**config.mk**
```make
export PLATFORM = sky130hd
export DESIGN_NAME = cdr_regs
export DESIGN_NICKNAME = d
export VERILOG_FILES = /design/src/logic/cdr_pkg.sv /design/src/logic/cdr_icount.sv /design/src/logic/cdr_srcmux.sv /design/src/logic/cdr_regs.sv
export SDC_FILE = /design/constraint.sdc
export NUM_CORES = 1
export LEC_CHECK = 0
export BUFFER_PORTS_ARGS = -buffer_cell sky130_fd_sc_hd__buf_4
export CAP_MARGIN = 20
export CELL_PAD_IN_SITES_DETAIL_PLACEMENT = 0
export CELL_PAD_IN_SITES_GLOBAL_PLACEMENT = 1
export CORE_MARGIN = 1
export CORE_UTILIZATION = 38
export DETAILED_ROUTE_END_ITERATION = 10
export GPL_TIMING_DRIVEN = 0
export PLACE_DENSITY_LB_ADDON = 0.1
export SLEW_MARGIN = 0
export SYNTH_ARGS = -nofsm -noshare
export SYNTH_HDL_FRONTEND = slang
export SYNTH_SLANG_ARGS = --single-unit
```
**constraint.sdc**
```tcl
create_clock -name ref_clk_i -period 4.1 [get_ports ref_clk_i]
set_clock_uncertainty 0.05 [all_clocks]
set_input_delay 0.82 -clock ref_clk_i [delete_from_list [all_inputs] [get_ports ref_clk_i]]
set_output_delay 0.82 -clock ref_clk_i [all_outputs]
set_load 0.01 [all_outputs]
```
**src/logic/cdr_pkg.sv**
```systemverilog
`default_nettype none
package cdr_pkg;
    // ----------------------------------------
    // register indices and byte addresses
    // ----------------------------------------
    localparam logic [7:0] CDR_IDX_REC_SEL = 8'h3D;
    localparam logic [7:0] CDR_IDX_CORE_CFG = 8'h3E;
    localparam logic [7:0] CDR_IDX_PLAY_SETUP = 8'h3F;
    localparam logic [11:0] CDR_ADDR_REC_SEL = {2'b00, CDR_IDX_REC_SEL, 2'b00};
    localparam logic [11:0] CDR_ADDR_CORE_CFG = {2'b00, CDR_IDX_CORE_CFG, 2'b00};
    localparam logic [11:0] CDR_ADDR_PLAY_SETUP = {2'b00, CDR_IDX_PLAY_SETUP, 2'b00};

    // ----------------------------------------
    // record processing select field
    // ----------------------------------------
    localparam int CDR_REC_SEL_W = 5;
    localparam logic [4:0] CDR_REC_SEL_CORE = 5'h00;
    localparam logic [4:0] CDR_REC_SEL_MAX = 5'h12;
    localparam logic [4:0] CDR_REC_SEL_RST = 5'h01;

    // ----------------------------------------
    // core configuration bits
    // ----------------------------------------
    localparam int CDR_CFG_REC_AUX_A = 6;
    localparam int CDR_CFG_REC_AUX_B = 5;
    localparam int CDR_CFG_REC_KEEP = 4;
    localparam int CDR_CFG_PLAY_AUX_A = 2;
    localparam int CDR_CFG_PLAY_AUX_B = 1;
    localparam int CDR_CFG_PLAY_KEEP = 0;
    localparam logic [7:0] CDR_CFG_RW_MASK = 8'h77;
    localparam logic [7:0] CDR_CFG_RST = 8'h00;

    // ----------------------------------------
    // playback setup fields
    // ----------------------------------------
    localparam int CDR_PS_PWR_L = 7;
    localparam int CDR_PS_PWR_R = 6;
    localparam int CDR_PS_SRC_L = 4;
    localparam int CDR_PS_SRC_R = 2;
    localparam int CDR_PS_STEP = 0;
    localparam logic [7:0] CDR_PS_RST = 8'h14;

    typedef enum logic [1:0] {
        CDR_SRC_OFF = 2'h0,
        CDR_SRC_SAME = 2'h1,
        CDR_SRC_OTHER = 2'h2,
        CDR_SRC_MONO = 2'h3
    } cdr_src_e;

    typedef enum logic [1:0] {
        CDR_STEP_ONE_WC = 2'h0,
        CDR_STEP_TWO_WC = 2'h1,
        CDR_STEP_NOW = 2'h2,
        CDR_STEP_RSVD = 2'h3
    } cdr_step_e;
endpackage
`default_nettype wire

```
**src/logic/cdr_icount.sv**
```systemverilog
`timescale 1ns/1ns
`default_nettype none
module cdr_icount #(
    parameter int PC_W = 10
) (
    input wire logic ref_clk_i,
    input wire logic reset_i,
    input wire logic run_i,
    input wire logic keep_i,
    input wire logic frame_start_i,
    output logic [PC_W-1:0] pc_o
);
    logic [PC_W-1:0] pc_ff;

    // ----------------------------------------
    // instruction counter
    // ----------------------------------------
    // idle core sits at zero so it starts clean when selected
    always_ff @(posedge ref_clk_i or posedge reset_i) begin
        if (reset_i) begin
            pc_ff <= '0;
        end else if (!run_i) begin
            pc_ff <= '0;
        end else if (frame_start_i && !keep_i) begin
            pc_ff <= '0;
        end else begin
            pc_ff <= pc_ff + 1'b1; // wraps, program length is the core's business
        end
    end

    assign pc_o = pc_ff;

    frame_clear_a: assert property (@(posedge ref_clk_i) disable iff (reset_i)
        run_i && frame_start_i && !keep_i |=> pc_ff == '0)
        else $error("counter not cleared at frame start");
    keep_run_a: assert property (@(posedge ref_clk_i) disable iff (reset_i)
        run_i && keep_i ##1 run_i |-> pc_ff == $past(pc_ff) + 1'b1)
        else $error("counter did not run across frame");
endmodule
`default_nettype wire

```
**src/logic/cdr_srcmux.sv**
```systemverilog
`timescale 1ns/1ns
`default_nettype none
module cdr_srcmux
    import cdr_pkg::*;
#(
    parameter int SW = 16
) (
    input wire logic ref_clk_i,
    input wire logic reset_i,
    input wire logic strobe_i,
    input wire logic pwr_i,
    input wire logic [1:0] sel_i,
    input wire logic signed [SW-1:0] same_i,
    input wire logic signed [SW-1:0] other_i,
    output logic signed [SW-1:0] sample_o
);
    logic signed [SW-1:0] sample_ff;
    logic signed [SW:0] sum;

    // ----------------------------------------
    // mono mix and selection
    // ----------------------------------------
    // one extra bit keeps the sum exact before halving
    assign sum = {same_i[SW-1], same_i} + {other_i[SW-1], other_i};

    always_ff @(posedge ref_clk_i or posedge reset_i) begin
        if (reset_i) begin
            sample_ff <= '0;
        end else if (!pwr_i) begin
            sample_ff <= '0; // powered down channel carries silence
        end else if (strobe_i) begin
            case (cdr_src_e'(sel_i))
                CDR_SRC_OFF: sample_ff <= '0;
                CDR_SRC_SAME: sample_ff <= same_i;
                CDR_SRC_OTHER: sample_ff <= other_i;
                CDR_SRC_MONO: sample_ff <= sum[SW:1];
                default: sample_ff <= '0;
            endcase
        end
    end

    assign sample_o = sample_ff;

    mono_avg_a: assert property (@(posedge ref_clk_i) disable iff (reset_i)
        pwr_i && strobe_i && sel_i == 2'h3 |=> sample_ff == $past(sum[SW:1]))
        else $error("mono mix is not the average");
    src_off_a: assert property (@(posedge ref_clk_i) disable iff (reset_i)
        strobe_i && sel_i == 2'h0 |=> sample_ff == '0)
        else $error("disabled source not silent");
endmodule
`default_nettype wire

```
**src/logic/cdr_regs.sv**
```systemverilog
`timescale 1ns/1ns
`default_nettype none
// Notes on behaviour
// - record select 0 picks programmable core, 1..18 fixed blocks, above reserved.
// - record select resets to one, the first fixed record block.
// - record core condition bits A (bit 6) and B (bit 5), reset zero.
// - record counter clears each frame when bit 4 is zero, else runs on.
// - playback core condition bits A (bit 2) and B (bit 1), reset zero.
// - playback counter clears each frame when bit 0 is zero, else runs on.
// - configuration bits 7 and 3 read zero; software writes only zero.
// - setup bit 7 powers left playback channel, reset off.
// - setup bit 6 powers right playback channel, reset off.
// - left source: off, left, right or mono mix.
// - right source: off, right, left or mono mix.
// - both source fields reset to same-side channel.
// - soft-step: every word clock, every second, immediate; code 3 reserved.
// - with power config zero, playback core follows playback channel power.
module cdr_regs
    import cdr_pkg::*;
#(
    parameter int SW = 16,
    parameter int PC_W = 10
) (
    input wire logic ref_clk_i,
    input wire logic reset_i,
    input wire logic psel_i,
    input wire logic penable_i,
    input wire logic pwrite_i,
    input wire logic [11:0] paddr_i,
    input wire logic [31:0] pwdata_i,
    output logic [31:0] prdata_o,
    output logic pready_o,
    output logic pslverr_o,
    input wire logic rec_frame_i,
    input wire logic play_frame_i,
    input wire logic play_core_sel_i,
    input wire logic play_core_pwr_cfg_i,
    input wire logic rec_chan_pwr_i,
    input wire logic aif_strobe_i,
    input wire logic signed [SW-1:0] aif_left_i,
    input wire logic signed [SW-1:0] aif_right_i,
    input wire logic vol_wclk_i,
    input wire logic signed [7:0] vol_tgt_left_i,
    input wire logic signed [7:0] vol_tgt_right_i,
    output logic [4:0] rec_sel_o,
    output logic rec_core_en_o,
    output logic rec_aux_a_o,
    output logic rec_aux_b_o,
    output logic [PC_W-1:0] rec_pc_o,
    output logic play_aux_a_o,
    output logic play_aux_b_o,
    output logic [PC_W-1:0] play_pc_o,
    output logic play_core_pwr_o,
    output logic play_left_pwr_o,
    output logic play_right_pwr_o,
    output logic signed [SW-1:0] play_left_o,
    output logic signed [SW-1:0] play_right_o,
    output logic signed [7:0] vol_left_o,
    output logic signed [7:0] vol_right_o
);
    // ----------------------------------------
    // address decode
    // ----------------------------------------
    function automatic logic [1:0] reg_hit(input logic [11:0] addr);
        logic [1:0] idx;
        idx = 2'h3;
        if (addr == CDR_ADDR_REC_SEL) idx = 2'h0;
        else if (addr == CDR_ADDR_CORE_CFG) idx = 2'h1;
        else if (addr == CDR_ADDR_PLAY_SETUP) idx = 2'h2;
        return idx;
    endfunction

    logic [4:0] rec_sel_ff;
    logic [7:0] cfg_ff;
    logic [7:0] ps_ff;
    logic [31:0] rdata_ff;
    logic [1:0] hit;
    logic wr_acc;
    logic [4:0] wr_sel;
    logic [1:0] wr_step;

    assign hit = reg_hit(paddr_i);
    assign wr_acc = psel_i && penable_i && pwrite_i;
    assign wr_sel = pwdata_i[4:0];
    assign wr_step = pwdata_i[CDR_PS_STEP +: 2];

    // zero wait states; unmapped addresses answer with an error
    assign pready_o = 1'b1;
    assign pslverr_o = psel_i && penable_i && (hit == 2'h3);

    // ----------------------------------------
    // record processing select register
    // ----------------------------------------
    // reserved codes are dropped so the path never runs an absent block
    always_ff @(posedge ref_clk_i or posedge reset_i) begin
        if (reset_i) begin
            rec_sel_ff <= CDR_REC_SEL_RST;
        end else if (wr_acc && hit == 2'h0 && wr_sel <= CDR_REC_SEL_MAX) begin
            rec_sel_ff <= wr_sel;
        end
    end

    // ----------------------------------------
    // core configuration register
    // ----------------------------------------
    always_ff @(posedge ref_clk_i or posedge reset_i) begin
        if (reset_i) begin
            cfg_ff <= CDR_CFG_RST;
        end else if (wr_acc && hit == 2'h1) begin
            cfg_ff <= pwdata_i[7:0] & CDR_CFG_RW_MASK;
        end
    end

    // ----------------------------------------
    // playback setup register
    // ----------------------------------------
    // a reserved soft-step code leaves the old mode in place
    always_ff @(posedge ref_clk_i or posedge reset_i) begin
        if (reset_i) begin
            ps_ff <= CDR_PS_RST;
        end else if (wr_acc && hit == 2'h2) begin
            ps_ff[7:2] <= pwdata_i[7:2];
            if (wr_step != CDR_STEP_RSVD) begin
                ps_ff[CDR_PS_STEP +: 2] <= wr_step;
            end
        end
    end

    // ----------------------------------------
    // read data, captured in the setup phase
    // ----------------------------------------
    always_ff @(posedge ref_clk_i or posedge reset_i) begin
        if (reset_i) begin
            rdata_ff <= '0;
        end else if (psel_i && !penable_i) begin
            case (hit)
                2'h0: rdata_ff <= {27'h0, rec_sel_ff};
                2'h1: rdata_ff <= {24'h0, cfg_ff};
                2'h2: rdata_ff <= {24'h0, ps_ff};
                default: rdata_ff <= '0;
            endcase
        end
    end

    assign prdata_o = rdata_ff;

    // ----------------------------------------
    // core controls
    // ----------------------------------------
    assign rec_sel_o = rec_sel_ff;
    assign rec_core_en_o = (rec_sel_ff == CDR_REC_SEL_CORE);
    assign rec_aux_a_o = cfg_ff[CDR_CFG_REC_AUX_A];
    assign rec_aux_b_o = cfg_ff[CDR_CFG_REC_AUX_B];
    assign play_aux_a_o = cfg_ff[CDR_CFG_PLAY_AUX_A];
    assign play_aux_b_o = cfg_ff[CDR_CFG_PLAY_AUX_B];
    assign play_left_pwr_o = ps_ff[CDR_PS_PWR_L];
    assign play_right_pwr_o = ps_ff[CDR_PS_PWR_R];

    // playback core either follows its own channels or the record channel
    assign play_core_pwr_o = play_core_pwr_cfg_i ? rec_chan_pwr_i
                           : (play_left_pwr_o || play_right_pwr_o);

    cdr_icount #(
        .PC_W(PC_W)
    ) u_rec_pc (
        .ref_clk_i(ref_clk_i),
        .reset_i(reset_i),
        .run_i(rec_core_en_o),
        .keep_i(cfg_ff[CDR_CFG_REC_KEEP]),
        .frame_start_i(rec_frame_i),
        .pc_o(rec_pc_o)
    );

    cdr_icount #(
        .PC_W(PC_W)
    ) u_play_pc (
        .ref_clk_i(ref_clk_i),
        .reset_i(reset_i),
        .run_i(play_core_sel_i && play_core_pwr_o),
        .keep_i(cfg_ff[CDR_CFG_PLAY_KEEP]),
        .frame_start_i(play_frame_i),
        .pc_o(play_pc_o)
    );

    // ----------------------------------------
    // playback source routing
    // ----------------------------------------
    cdr_srcmux #(
        .SW(SW)
    ) u_left_src (
        .ref_clk_i(ref_clk_i),
        .reset_i(reset_i),
        .strobe_i(aif_strobe_i),
        .pwr_i(play_left_pwr_o),
        .sel_i(ps_ff[CDR_PS_SRC_L +: 2]),
        .same_i(aif_left_i),
        .other_i(aif_right_i),
        .sample_o(play_left_o)
    );

    cdr_srcmux #(
        .SW(SW)
    ) u_right_src (
        .ref_clk_i(ref_clk_i),
        .reset_i(reset_i),
        .strobe_i(aif_strobe_i),
        .pwr_i(play_right_pwr_o),
        .sel_i(ps_ff[CDR_PS_SRC_R +: 2]),
        .same_i(aif_right_i),
        .other_i(aif_left_i),
        .sample_o(play_right_o)
    );

    // ----------------------------------------
    // volume soft-stepping
    // ----------------------------------------
    logic half_ff;
    logic step_en;
    logic [1:0] step_mode;
    logic signed [7:0] vol_tgt [2];
    logic signed [7:0] vol_ff [2];

    assign step_mode = ps_ff[CDR_PS_STEP +: 2];
    assign vol_tgt[0] = vol_tgt_left_i;
    assign vol_tgt[1] = vol_tgt_right_i;

    // divides word clocks by two for the slower stepping mode
    always_ff @(posedge ref_clk_i or posedge reset_i) begin
        if (reset_i) begin
            half_ff <= 1'b0;
        end else if (vol_wclk_i) begin
            half_ff <= !half_ff;
        end
    end

    assign step_en = vol_wclk_i && ((step_mode == CDR_STEP_ONE_WC)
                   || (step_mode == CDR_STEP_TWO_WC && half_ff));

    for (genvar ch = 0; ch < 2; ch++) begin : g_vol
        // one half-dB step per enable avoids zipper noise on big jumps
        always_ff @(posedge ref_clk_i or posedge reset_i) begin
            if (reset_i) begin
                vol_ff[ch] <= '0;
            end else if (step_mode == CDR_STEP_NOW) begin
                vol_ff[ch] <= vol_tgt[ch];
            end else if (step_en && vol_ff[ch] < vol_tgt[ch]) begin
                vol_ff[ch] <= vol_ff[ch] + 8'sh01;
            end else if (step_en && vol_ff[ch] > vol_tgt[ch]) begin
                vol_ff[ch] <= vol_ff[ch] - 8'sh01;
            end
        end
    end

    assign vol_left_o = vol_ff[0];
    assign vol_right_o = vol_ff[1];

    // ----------------------------------------
    // checks
    // ----------------------------------------
    sel_reserved_a: assert property (@(posedge ref_clk_i) disable iff (reset_i)
        rec_sel_ff <= CDR_REC_SEL_MAX)
        else $error("record select holds a reserved code");
    sel_write_a: assert property (@(posedge ref_clk_i) disable iff (reset_i)
        wr_acc && hit == 2'h0 && wr_sel <= CDR_REC_SEL_MAX |=> rec_sel_ff == $past(wr_sel))
        else $error("record select write lost");
    cfg_reserved_a: assert property (@(posedge ref_clk_i) disable iff (reset_i)
        psel_i && !penable_i && hit == 2'h1 |=> rdata_ff[7] == 1'b0 && rdata_ff[3] == 1'b0)
        else $error("reserved configuration bits read nonzero");
    aux_write_a: assert property (@(posedge ref_clk_i) disable iff (reset_i)
        wr_acc && hit == 2'h1 |=> rec_aux_a_o == $past(pwdata_i[6]) && play_aux_b_o == $past(pwdata_i[1]))
        else $error("condition bits not taken from write");
    step_keep_a: assert property (@(posedge ref_clk_i) disable iff (reset_i)
        step_mode != CDR_STEP_RSVD)
        else $error("soft-step holds reserved code");
    core_pwr_a: assert property (@(posedge ref_clk_i) disable iff (reset_i)
        !play_core_pwr_cfg_i && !ps_ff[7] && !ps_ff[6] |-> !play_core_pwr_o)
        else $error("playback core powered with channels down");
    vol_now_a: assert property (@(posedge ref_clk_i) disable iff (reset_i)
        step_mode == CDR_STEP_NOW ##1 step_mode == CDR_STEP_NOW |-> vol_ff[0] == $past(vol_tgt[0]))
        else $error("immediate volume not applied");
    vol_hold_a: assert property (@(posedge ref_clk_i) disable iff (reset_i)
        !vol_wclk_i && step_mode != CDR_STEP_NOW ##1 step_mode != CDR_STEP_NOW
        |-> vol_ff[1] == $past(vol_ff[1]))
        else $error("volume moved without word clock");
    pwr_write_a: assert property (@(posedge ref_clk_i) disable iff (reset_i)
        wr_acc && hit == 2'h2 |=> play_left_pwr_o == $past(pwdata_i[7]) && play_right_pwr_o == $past(pwdata_i[6]))
        else $error("channel power not taken from write");
    sel_drop_a: assert property (@(posedge ref_clk_i) disable iff (reset_i)
        wr_acc && hit == 2'h0 && wr_sel > CDR_REC_SEL_MAX |=> $stable(rec_sel_ff))
        else $error("reserved record select code stored");
    aux_play_a: assert property (@(posedge ref_clk_i) disable iff (reset_i)
        wr_acc && hit == 2'h1 |=> play_aux_a_o == $past(pwdata_i[2]) && rec_aux_b_o == $past(pwdata_i[5]))
        else $error("other condition bits not taken from write");
    left_route_a: assert property (@(posedge ref_clk_i) disable iff (reset_i)
        aif_strobe_i && play_left_pwr_o && ps_ff[CDR_PS_SRC_L +: 2] == 2'h2 |=> play_left_o == $past(aif_right_i))
        else $error("left channel not fed from right source");
    right_route_a: assert property (@(posedge ref_clk_i) disable iff (reset_i)
        aif_strobe_i && play_right_pwr_o && ps_ff[CDR_PS_SRC_R +: 2] == 2'h2 |=> play_right_o == $past(aif_left_i))
        else $error("right channel not fed from left source");
    step_one_a: assert property (@(posedge ref_clk_i) disable iff (reset_i)
        vol_wclk_i && step_mode == CDR_STEP_ONE_WC && vol_ff[1] > vol_tgt[1]
        |=> vol_ff[1] == $past(vol_ff[1]) - 8'sh01)
        else $error("volume did not step down by one");
endmodule
`default_nettype wire

```
==> qor.yml, run 1 <==
final_layout:
  nNetsFinal: 1095
  area_growth_pct: 29.6
  drive_gt1_share_pct: 26.8
  diodes: 0
  multi_input_area_mm2: 0.00384
  post-route-util_pct: 51.0
  ff_latch_area_mm2: 0.00241
  nFillCells: 1612
  final_cell_area_mm2: 0.00855
power:
  p_per_area_mw_per_mm2: 264
  cellLeakagePower_nw: 4.03
  p_int_w: 0.00159
  peakVddDrop_mv: 0.184
  swShare_pct: 29.4
  clock_power_share_pct: 38.0
  power.switching_w: 0.000663
  combPwrFrac_pct: 18.5
  seqPwrFrac_pct: 43.6
critical_path:
  required_ps: 4340
  critPathLaunchType: "primary input"
  worstSetupStartpoint: "vol_tgt_left_i[1]"
  arrival_ps: 4000
  critPathCaptureType: "register"
  crit_fanout: 8
  path_class: "in2reg"
  rr_startpoint: "vol_left_o[1]"
route:
  ant_nets: 0
  drt_wl_total_um: 19400
  viasPerCell: 5.27
  route.detailed.drc: 0
  routedWlPerCell_um: 16.6
  firstDrtPassIters: 5
  initialDrtViolationCount: 354
  vias: 6139
placed_design:
  placed_cell_area_mm2: 0.00825
  port_buffers: 168
  place_congestion: 0.917
  place_hpwl_um: 15000
job:
  drv_cap: 0
sta:
  tightest_slew_ps: 795
  grt_setup_unrepaired: "false"
  setup_violations: 0
  fmax_ghz: 0.266
  timing_hold_violations_final: 0
  timing.final.crit_period_ps: 3760
  finalCritPeriodShare_pct: 91.6
  slew_headroom_pct: 46.6
  slew_viol_final: 0
clocking:
  cts-root-buf: "clkbuf_16"
  numClockSinks: 96
  numCtsBuffers: 9
  cts_buffer_depth: 2
  cts-resized-gates: 0
  clkTransAtPathRegs_ps: 80
  clk_latency_ps: 350
  cts_tree: "built"
  holdBufCountCts: 0
  htree_levels: 3
  cts_setup_buffers: 0
floorplan:
  die_h_um: 134
  initial_core_util_pct: 39.4
  boundaryPins: 219
  die_w_um: 134
  fp.dieArea_mm2: 0.0179
  num_rows: 47
  core_mm2: 0.0168
global_routing:
  grt_pass1_vias: 5836
  grt_pass1_wl_um: 30600
  grt_max_degree: 67
  grt_usage_pct: 21.7
  overflow: 0
  antenna_found_initial: 0
yosys:
  yosys_warnings: 0
  synth-compound-area-share_pct: 18.9
  synthAdderAreaFrac_pct: 9.82
  synth_simple_gate_area_share_pct: 17.5
  synthArstFlopShare_pct: 100
  yosys-top-cells-area: "dfrtp_1, ha_1, nor2_1"
  synth_top_family_by_area: "compound AO/OA/AOI/OAI gates"
  syn_area_mm2: 0.00660
  syn_area_per_cell_um2: 8.94
  synth_xor_area_share_pct: 5.31
  yosysTopAreaCell: "dfrtp_1"
  seq_area_frac_synth_pct: 36.5
  synth_cell_type_count: 61
  synth_edf_count: 0
  synthMuxAreaShare_pct: 5.31
  netlist_instances: 738
  ys_ff_latch: 96
  yosys.area.top_type_share_pct: 35.3
  ys.flop_type: "dfrtp_1"
outcome:
  outcome: "completed"
min_path:
  hold_path_class: "in2async"
-- cell usage after synthesis (all sizes together) (19+ instances only) --
master	n
clkbuf	21
ha	47
mux2	24
nor2	80
o21ai	54
xnor2	19
xor2	21
a22oi	25
buf	29
dfrtp	93
nand3	31
inv	39
a21oi	44
nand2	64
-- critical path, stage by stage --
cell and delay (ps):
buf_4 80, inv_1 40, ha_1 290, nor2b_1 130
o211ai_1 150, a21oi_1 150, o22ai_1 230, nand2_1 280
ha_1 360, a21oi_1 170, nor2b_1 90, a311oi_1 460
a21oi_1 150, xor2_1 180, or3_1 320, nand3_1 80
-- cell usage in the layout (no fill, tap or decap), types with 6 or more instances in the layout --
master / count
clkbuf_1: 21
conb_1: 25
nand2b_1: 10
buf_4: 194
nor2b_1: 12
dfrtp_1: 93
inv_1: 38
ha_1: 47
a21o_1: 8
o21ai_0: 52
nor2_1: 78
nand3_1: 30
xnor2_1: 19
mux2_2: 24
nand4_1: 10
mux2i_1: 8
a22oi_1: 25
xor2_1: 21
nor3_1: 6
nand2_1: 63
a21oi_1: 44
a31oi_1: 7
a221o_1: 12
clkbuf_16: 9
-- stage by stage --
step,setup slack (ps),TNS (ps),total power [W],hold WS [ps],cells
after detailed placement,30.0,0,0.00141,413,1150
after global placement,-597,-54860,0.00140,408,1149
after floorplan,529,0,0.00125,392,761
after CTS,394,0,0.00228,427,1166
after global routing,146,0,0.00236,441,1166
final,345,0,0.00225,427,1166
-- per-layer routing --
| layer | share of wire [%] | up-vias | track usage, % |
|---|---|---|---|
| met1 | 46 | 2891 | 29.8 |
| met2 | 45 | 236 | 34.7 |
| met3 | 7.1 | 17 | 4.03 |
| li1 | - | 2995 | - |
| met5 | 0 | - | 0 |
| met4 | 1.3 | 0 | 6.00 |
-- worst paths after layout --
kind	to	slack, ps	cells past startpoint
max	vol_left_o[7]	340	16
min	u_rec_pc.pc_o[3]	430	2
max reg2reg	vol_left_o[7]	460	14
min reg2reg	half_ff	430	1
max in group asynchronous	rec_sel_o[0]	2840	3
min in group ref_clk_i	half_ff	430	1
-- cell type report --
class	instances	area share, %
Inverter	39	1.74
Clock buffer	9	2.63
Timing Repair Buffer	169	15.1
Clock inverter	7	0.849
Buffer	50	3.35
Multi-Input combinational cell	576	45.0
Sequential cell	96	28.1
Tap cell	220	3.22
-- cells by family after synthesis --
kind of cell / after synthesis
fa+ha+maj: 50
xor+xnor: 40
other cells: 2
mux: 32
compound gates: 191
simple gates: 238
flops: 96
buf+inv: 89
-- power groups by stage --
stage                     Sequential [W]  Combinational, W  Clock, W
after floorplan                  0.00100          0.000253         0
after global placement          0.000999          0.000401         0
after detailed placement         0.00100          0.000411         0
after CTS                       0.000981          0.000414  0.000882
after global routing            0.000984          0.000459  0.000921
final                           0.000981          0.000416  0.000855
-- registers in the layout, indices dropped and copies added (netlist names) --
name / flops
cfg_ff: 6
half_ff: 1
prdata_o: 8
ps_ff: 8
rec_sel_o: 5
u_left_src.sample_o: 16
u_play_pc.pc_o: 10
u_rec_pc.pc_o: 10
u_right_src.sample_o: 16
vol_left_o: 8
vol_right_o: 8
Power figures use the tool's default switching activity.
==> inputs of run 2 (changes only) <==
--- a/config.mk
+++ b/config.mk
@@ -5,12 +5,13 @@
 export SDC_FILE = /design/constraint.sdc
 export NUM_CORES = 1
 export LEC_CHECK = 0
+export ABC_AREA = 1
 export BUFFER_PORTS_ARGS = -buffer_cell sky130_fd_sc_hd__buf_4
 export CAP_MARGIN = 20
 export CELL_PAD_IN_SITES_DETAIL_PLACEMENT = 0
 export CELL_PAD_IN_SITES_GLOBAL_PLACEMENT = 1
 export CORE_MARGIN = 1
-export CORE_UTILIZATION = 38
+export CORE_UTILIZATION = 37
 export DETAILED_ROUTE_END_ITERATION = 10
 export GPL_TIMING_DRIVEN = 0
 export PLACE_DENSITY_LB_ADDON = 0.1
==> qor.yml, run 2 <==
outcome:
  outcome: "finished, violations left"
  violations: "DRC"
floorplan:
  die_w_um: 138  # +3.2%
  fp.dieArea_mm2: 0.0191  # +6.6%
  initial_core_util_pct: 37.9  # -1.5 points
  num_rows: 49  # +4.3%
  core_mm2: 0.0181  # +7.9%
  die_h_um: 138  # +3.2%
  boundaryPins: 219  # unchanged
route:
  viasPerCell: 4.82  # -8.5%
  route.detailed.drc: 22  # +22
  firstDrtPassIters: 8  # +3
  routedWlPerCell_um: 14.6  # -12%
  ant_nets: 0  # unchanged
  drt_wl_total_um: 19900  # +2.9%
  vias: 6594  # +7.4%
  initialDrtViolationCount: 302  # -15%
yosys:
  synth.most_common_cell: "nand2_1"
  syn_area_per_cell_um2: 7.36  # -18%
  yosys_warnings: 0  # unchanged
  ys.flop_type: "dfrtp_1"
  synth_cell_type_count: 50  # -18%
  yosys.area.top_type_share_pct: 34.0  # -1.3 points
  synth_edf_count: 0  # unchanged
  syn_area_mm2: 0.00685  # +3.8%
  ys_ff_latch: 96  # unchanged
  yosys-top-cells-area: "dfrtp_1, nand2_1, ha_1"
  yosys-top-cells-count: "nand2_1, inv_1, dfrtp_1, nor2_1, nand3_1"
  seq_area_frac_synth_pct: 35.1  # -1.4 points
  netlist_instances: 931  # +26%
  synthArstFlopShare_pct: 100  # unchanged
  yosysTopAreaCell: "dfrtp_1"
placed_design:
  port_buffers: 169  # +0.60%
  place_ws_ps: 407  # +377 ps
  place_congestion: 0.827  # -9.7%
  placed_cell_area_mm2: 0.00852  # +3.3%
  place_hpwl_um: 16200  # +7.9%
clocking:
  numCtsBuffers: 9  # unchanged
  cts_setup_buffers: 0  # unchanged
  cts-root-buf: "clkbuf_16"
  cts_buffer_depth: 2  # unchanged
  holdBufCountCts: 0  # unchanged
  htree_levels: 3  # unchanged
  clk_latency_ps: 350  # about the same
  numClockSinks: 96  # unchanged
  cts-resized-gates: 0  # unchanged
  cts_tree: "built"
  clkTransAtPathRegs_ps: 70  # about the same
critical_path:
  rr_startpoint: "vol_right_o[5]"
  critPathTopFamily: "simple AND/OR/NAND/NOR gates"
  cp_slowest_stage_delay_ps: 560  # +100 ps
  worstSetupStartpoint: "vol_tgt_right_i[5]"
  r2r_setup_slack_ps: 930  # +470 ps
  arrival_ps: 3520  # -480 ps
  worst_r2r_endpoint: "vol_right_o[6]"
  path_depth: 18  # +2
  crit_path_end: "vol_right_o[6]"
  critPathCaptureType: "register"
  r2r_cells: 16  # +2
  crit_fanout: 10  # +2
  critPathMostFrequentCell: "nor2_1"
  timing.critical_path.buf_inv: 2  # unchanged
  required_ps: 4310  # -30 ps
  path_class: "in2reg"
  cp_slowest_cell: "fa_1"
  critPathLaunchType: "primary input"
  crit_chain: "buf_4, inv_1, ha_1, a21oi_1, nor2_1, nor2_1, nand2_1, nand2_1, nand3_1, fa_1, nand3_1, nand3_1, a21oi_1, nor2_1, nor2_1, xor2_1, nor2_1, o21ai_0"
sta:
  finalCritPeriodShare_pct: 80.7  # -11 points
  slew_viol_final: 0  # unchanged
  timing.final.crit_period_ps: 3310  # -446 ps
  slew_headroom_pct: 58.1  # +11 points
  timing_hold_violations_final: 0  # unchanged
  fin_ws_ps: 791  # +446 ps
  fmax_ghz: 0.302  # +13%
  holdWs_ps: 431  # +4.34 ps
  tightest_slew_ps: 626  # -169 ps
  setup_violations: 0  # unchanged
  grt_setup_unrepaired: "false"
final_layout:
  area_growth_pct: 28.9
  drive_gt1_share_pct: 21.5  # -5.4 points
  multi_input_area_mm2: 0.00382  # -0.59%
  layout_common_cells: "nand2_1, buf_4, inv_1"
  diodes: 0  # unchanged
  ff_latch_area_mm2: 0.00241  # unchanged
  nNetsFinal: 1289  # +18%
  post-route-util_pct: 48.8  # -2.2 points
  nFillCells: 1881  # +17%
  layout_commonest_cell: "nand2_1"
  final_cell_area_mm2: 0.00883  # +3.3%
global_routing:
  antenna_found_initial: 0  # unchanged
  grt_pass1_vias: 6417  # +10%
  grt_max_degree: 64  # -4.5%
  grt_usage_pct: 21.6  # -0.070 points
  overflow: 0  # unchanged
  grt_pass1_wl_um: 32800  # +7.0%
min_path:
  hold_path_class: "reg2reg"
job:
  drv_cap: 0  # unchanged
power:
  cellLeakagePower_nw: 4.71  # +17%
  peakVddDrop_mv: 0.230  # +25%
  p_per_area_mw_per_mm2: 300  # +14%
==> run 2: changes by cell type after synthesis, moves of 9 or more <==
| cell | before | now |
|---|---|---|
| nor2b_1 | 12 | 0 |
| a22oi_1 | 25 | 1 |
| inv_1 | 39 | 121 |
| nand3_1 | 30 | 63 |
| o21ai_0 | 52 | 43 |
| nor3_1 | 6 | 17 |
| a221o_1 | 12 | 0 |
| xnor2_1 | 19 | 4 |
| nand2b_1 | 10 | 0 |
| clkbuf_1 | 21 | 7 |
| mux2_2 | 24 | 1 |
| nand2_1 | 63 | 261 |
| o22ai_1 | 1 | 14 |
==> run 2: how the worst min path moves through the flow <==
stage	startpoint	endpoint	slack (ps)	depth (start not counted)
final	half_ff	half_ff	430	1
after global routing	half_ff	half_ff	450	1
after CTS	half_ff	half_ff	430	1
after detailed placement	half_ff	half_ff	410	1
after global placement	half_ff	half_ff	410	1
after floorplan	half_ff	half_ff	390	1
==> run 2: layout make-up <==
cell class / instances / share of cell area, %
multi-input combinational: 697 / 43.3
tap: 229 / 3.25
clock inverter: 7 / 0.921
buffer: 36 / 2.72
timing repair buffer: 170 / 14.7
clock buffer: 9 / 2.55
inverter: 125 / 5.34
sequential: 96 / 27.2
==> run 2: worst reg2reg max path, cell delays in order (launching register included) <==
cell and delay (ps):
dfrtp_1 440, ha_1 310, a21oi_1 150, nor2_1 50, nor2_1 120, nand2_1 70, nand2_1 70, nand3_1 360
fa_1 560, nand3_1 80, nand3_1 110, a21oi_1 180, nor2_1 60, nor2_1 100, xor2_1 160, nor2_1 50
o21ai_0 160
==> run 2: through the flow <==
stage	TNS, ps	power, W	std cells
floorplan	0	0.00148	954
global placement	-64220	0.00178	1352
detailed placement	0	0.00178	1353
CTS	0	0.00269	1369
global route	0	0.00281	1369
finish	0	0.00265	1369
==> run 2: layer usage <==
metal	global-route usage, %	part of all wire (%)	routed length [µm]
met1	28.4	46	9210
met2	36.1	47	9310
met3	4.50	5.7	1150
met4	5.74	1.4	279
met5	0	0	0
==> run 2: report_power, final <==
| part | internal, W | switching, W | total [W] | leakage (nW) |
|---|---|---|---|---|
| Sequential | 0.00102 | 0.0000539 | 0.00107 | 1.20 |
| Combinational | 0.000307 | 0.000378 | 0.000685 | 3.36 |
| Clock | 0.000486 | 0.000408 | 0.000894 | 0.153 |
==> run 2: kinds of logic after synthesis <==
| kind of cell | count (synthesis) | synth area share, % |
|---|---|---|
| and+or+nand+nor | 446 | 28.3 |
| buffers and inverters | 161 | 10.4 |
| AOI/OAI and AO/OA | 154 | 13.8 |
| DFF | 96 | 35.1 |
| adders and majority gates | 50 | 9.46 |
| xor gates and xnor gates | 21 | 2.68 |
| other | 2 | 0.110 |
| muxes | 1 | 0.164 |
==> inputs of run 3 (changes only) <==
==> constraint.sdc (replaced) <==
create_clock -name ref_clk_i -period 3.4 [get_ports ref_clk_i]
set_clock_uncertainty 0.05 [all_clocks]
set_input_delay 0.68 -clock ref_clk_i [delete_from_list [all_inputs] [get_ports ref_clk_i]]
set_output_delay 0.68 -clock ref_clk_i [all_outputs]
set_load 0.01 [all_outputs]
==> qor.yml, run 3 (synthesized netlist as in run 2, its figures left out) <==
critical_path:
  critPathCaptureType: "register"
  required_ps: 3610  # -700 ps
  critPathLaunchType: "register"
  arrival_ps: 3200  # -320 ps
  crit_fanout: 10  # unchanged
  path_class: "reg2reg"
placed_design:
  place_congestion: 0.827  # unchanged
  port_buffers: 169  # unchanged
  dp_cells: 1353  # unchanged
  place_hpwl_um: 16200  # unchanged
  placed_cell_area_mm2: 0.00852  # unchanged
clocking:
  cts_setup_buffers: 0  # unchanged
  cts-root-buf: "clkbuf_16"
  cts-resized-gates: 0  # unchanged
  clkTransAtPathRegs_ps: 80  # about the same
  holdBufCountCts: 0  # unchanged
  numClockSinks: 96  # unchanged
  clk_latency_ps: 350  # about the same
  htree_levels: 3  # unchanged
  cts_buffer_depth: 2  # unchanged
  numCtsBuffers: 9  # unchanged
  cts_tree: "built"
final_layout:
  nNetsFinal: 1289  # unchanged
  final_cell_area_mm2: 0.00883  # about the same
  finalNonFillerCells: 1369  # unchanged
  diodes: 0  # unchanged
  drive_gt1_share_pct: 21.6  # +0.088 points
  multi_input_area_mm2: 0.00383  # +0.13%
  nFillCells: 1878  # -0.16%
  area_growth_pct: 28.9  # about the same
  layout_common_cells: "nand2_1, buf_4, inv_1"
  layout_commonest_cell: "nand2_1"
  ff_latch_area_mm2: 0.00241  # unchanged
sta:
  grt_setup_unrepaired: "false"
  setup_violations: 0  # unchanged
  fmax_ghz: 0.335
  finalCritPeriodShare_pct: 87.9
  timing_hold_violations_final: 0  # unchanged
  slew_viol_final: 0  # unchanged
  tightest_slew_ps: 623  # -3.32 ps
  slew_headroom_pct: 58.3  # +0.22 points
  timing.final.crit_period_ps: 2990
floorplan:
  num_rows: 49  # unchanged
  initial_core_util_pct: 37.9  # unchanged
  core_mm2: 0.0181  # unchanged
  die_h_um: 138  # unchanged
  die_w_um: 138  # unchanged
  boundaryPins: 219  # unchanged
  fp.dieArea_mm2: 0.0191  # unchanged
global_routing:
  grt_usage_pct: 21.6  # unchanged
  grt_pass1_vias: 6417  # unchanged
  grt_pass1_wl_um: 32800  # unchanged
  antenna_found_initial: 0  # unchanged
  grt_max_degree: 64  # unchanged
  overflow: 0  # unchanged
route:
  initialDrtViolationCount: 306  # +1.3%
  vias: 6587  # -0.11%
  route.detailed.drc: 22  # unchanged
  ant_nets: 0  # unchanged
  viasPerCell: 4.81  # -0.11%
  drt_wl_total_um: 19900  # about the same
  routedWlPerCell_um: 14.6  # about the same
  firstDrtPassIters: 8  # unchanged
min_path:
  hold_path_class: "in2async"
power:
  p_per_area_mw_per_mm2: 362  # +21%
  peakVddDrop_mv: 0.278  # +21%
  cellLeakagePower_nw: 4.71  # about the same
job:
  drv_cap: 0  # unchanged
outcome:
  violations: "DRC"
  outcome: "finished, violations left"
## run 3: cell counts in the layout (fill, tap and decap cells not counted)
Identical to the previous run, type by type.
## run 3: layer usage
layer	track usage (%)	wire length (µm)	up-vias
met5	0	0	-
met3	4.50	1110	20
li1	-	-	3414
met1	28.4	9270	2994
met2	36.1	9270	159
met4	5.74	279	0
## run 3: area by class of cell
class | count | share of cell area (%)
tap | 229 | 3.24
inverter | 125 | 5.34
buffer | 36 | 2.72
sequential | 96 | 27.2
clock inverter | 7 | 0.921
timing repair buffer | 170 | 14.7
clock buffer | 9 | 2.55
multi-input combinational | 697 | 43.3
## run 3: worst paths after layout
kind	startpoint	endpoint	slack, ps	cells after the start
min in group ref_clk_i	half_ff	half_ff	430	1
min	reset_i	vol_right_o[0]	300	2
max	vol_right_o[5]	vol_right_o[6]	410	16
max in group asynchronous	reset_i	rec_sel_o[0]	2250	3
min reg2reg	half_ff	half_ff	430	1
max reg2reg	vol_right_o[5]	vol_right_o[6]	410	16
## run 3: power breakdown
part | leakage, nW | total, W | switching [W] | internal, W
Sequential | 1.20 | 0.00129 | 0.0000651 | 0.00123
Combinational | 3.36 | 0.000826 | 0.000456 | 0.000371
Clock | 0.153 | 0.00108 | 0.000494 | 0.000586
Total | 4.71 | 0.00320 | 0.00101 | 0.00219
## run 3: metrics by stage
stage	TNS [ps]	power [W]	worst slack, ps	utilization (%)	hold WS (ps)
detailed placement	-233	0.00215	-153	47.1	410
finish	0	0.00320	412	48.8	303
global placement	-117180	0.00214	-1260	47.0	407
global route	0	0.00339	15.2	48.8	352
floorplan	0	0.00178	170	-	392
CTS	0	0.00324	173	48.8	329
## run 3: critical path, stage by stage, from the launching register on
cell	delay, ps
dfrtp_1	440
ha_1	310
a21oi_1	150
nor2_1	50
nor2_1	120
nand2_1	70
nand2_1	80
nand3_2	230
fa_1	490
nand3_1	80
nand3_1	100
a21oi_1	180
nor2_1	60
nor2_1	100
xor2_1	160
nor2_1	50
o21ai_0	160
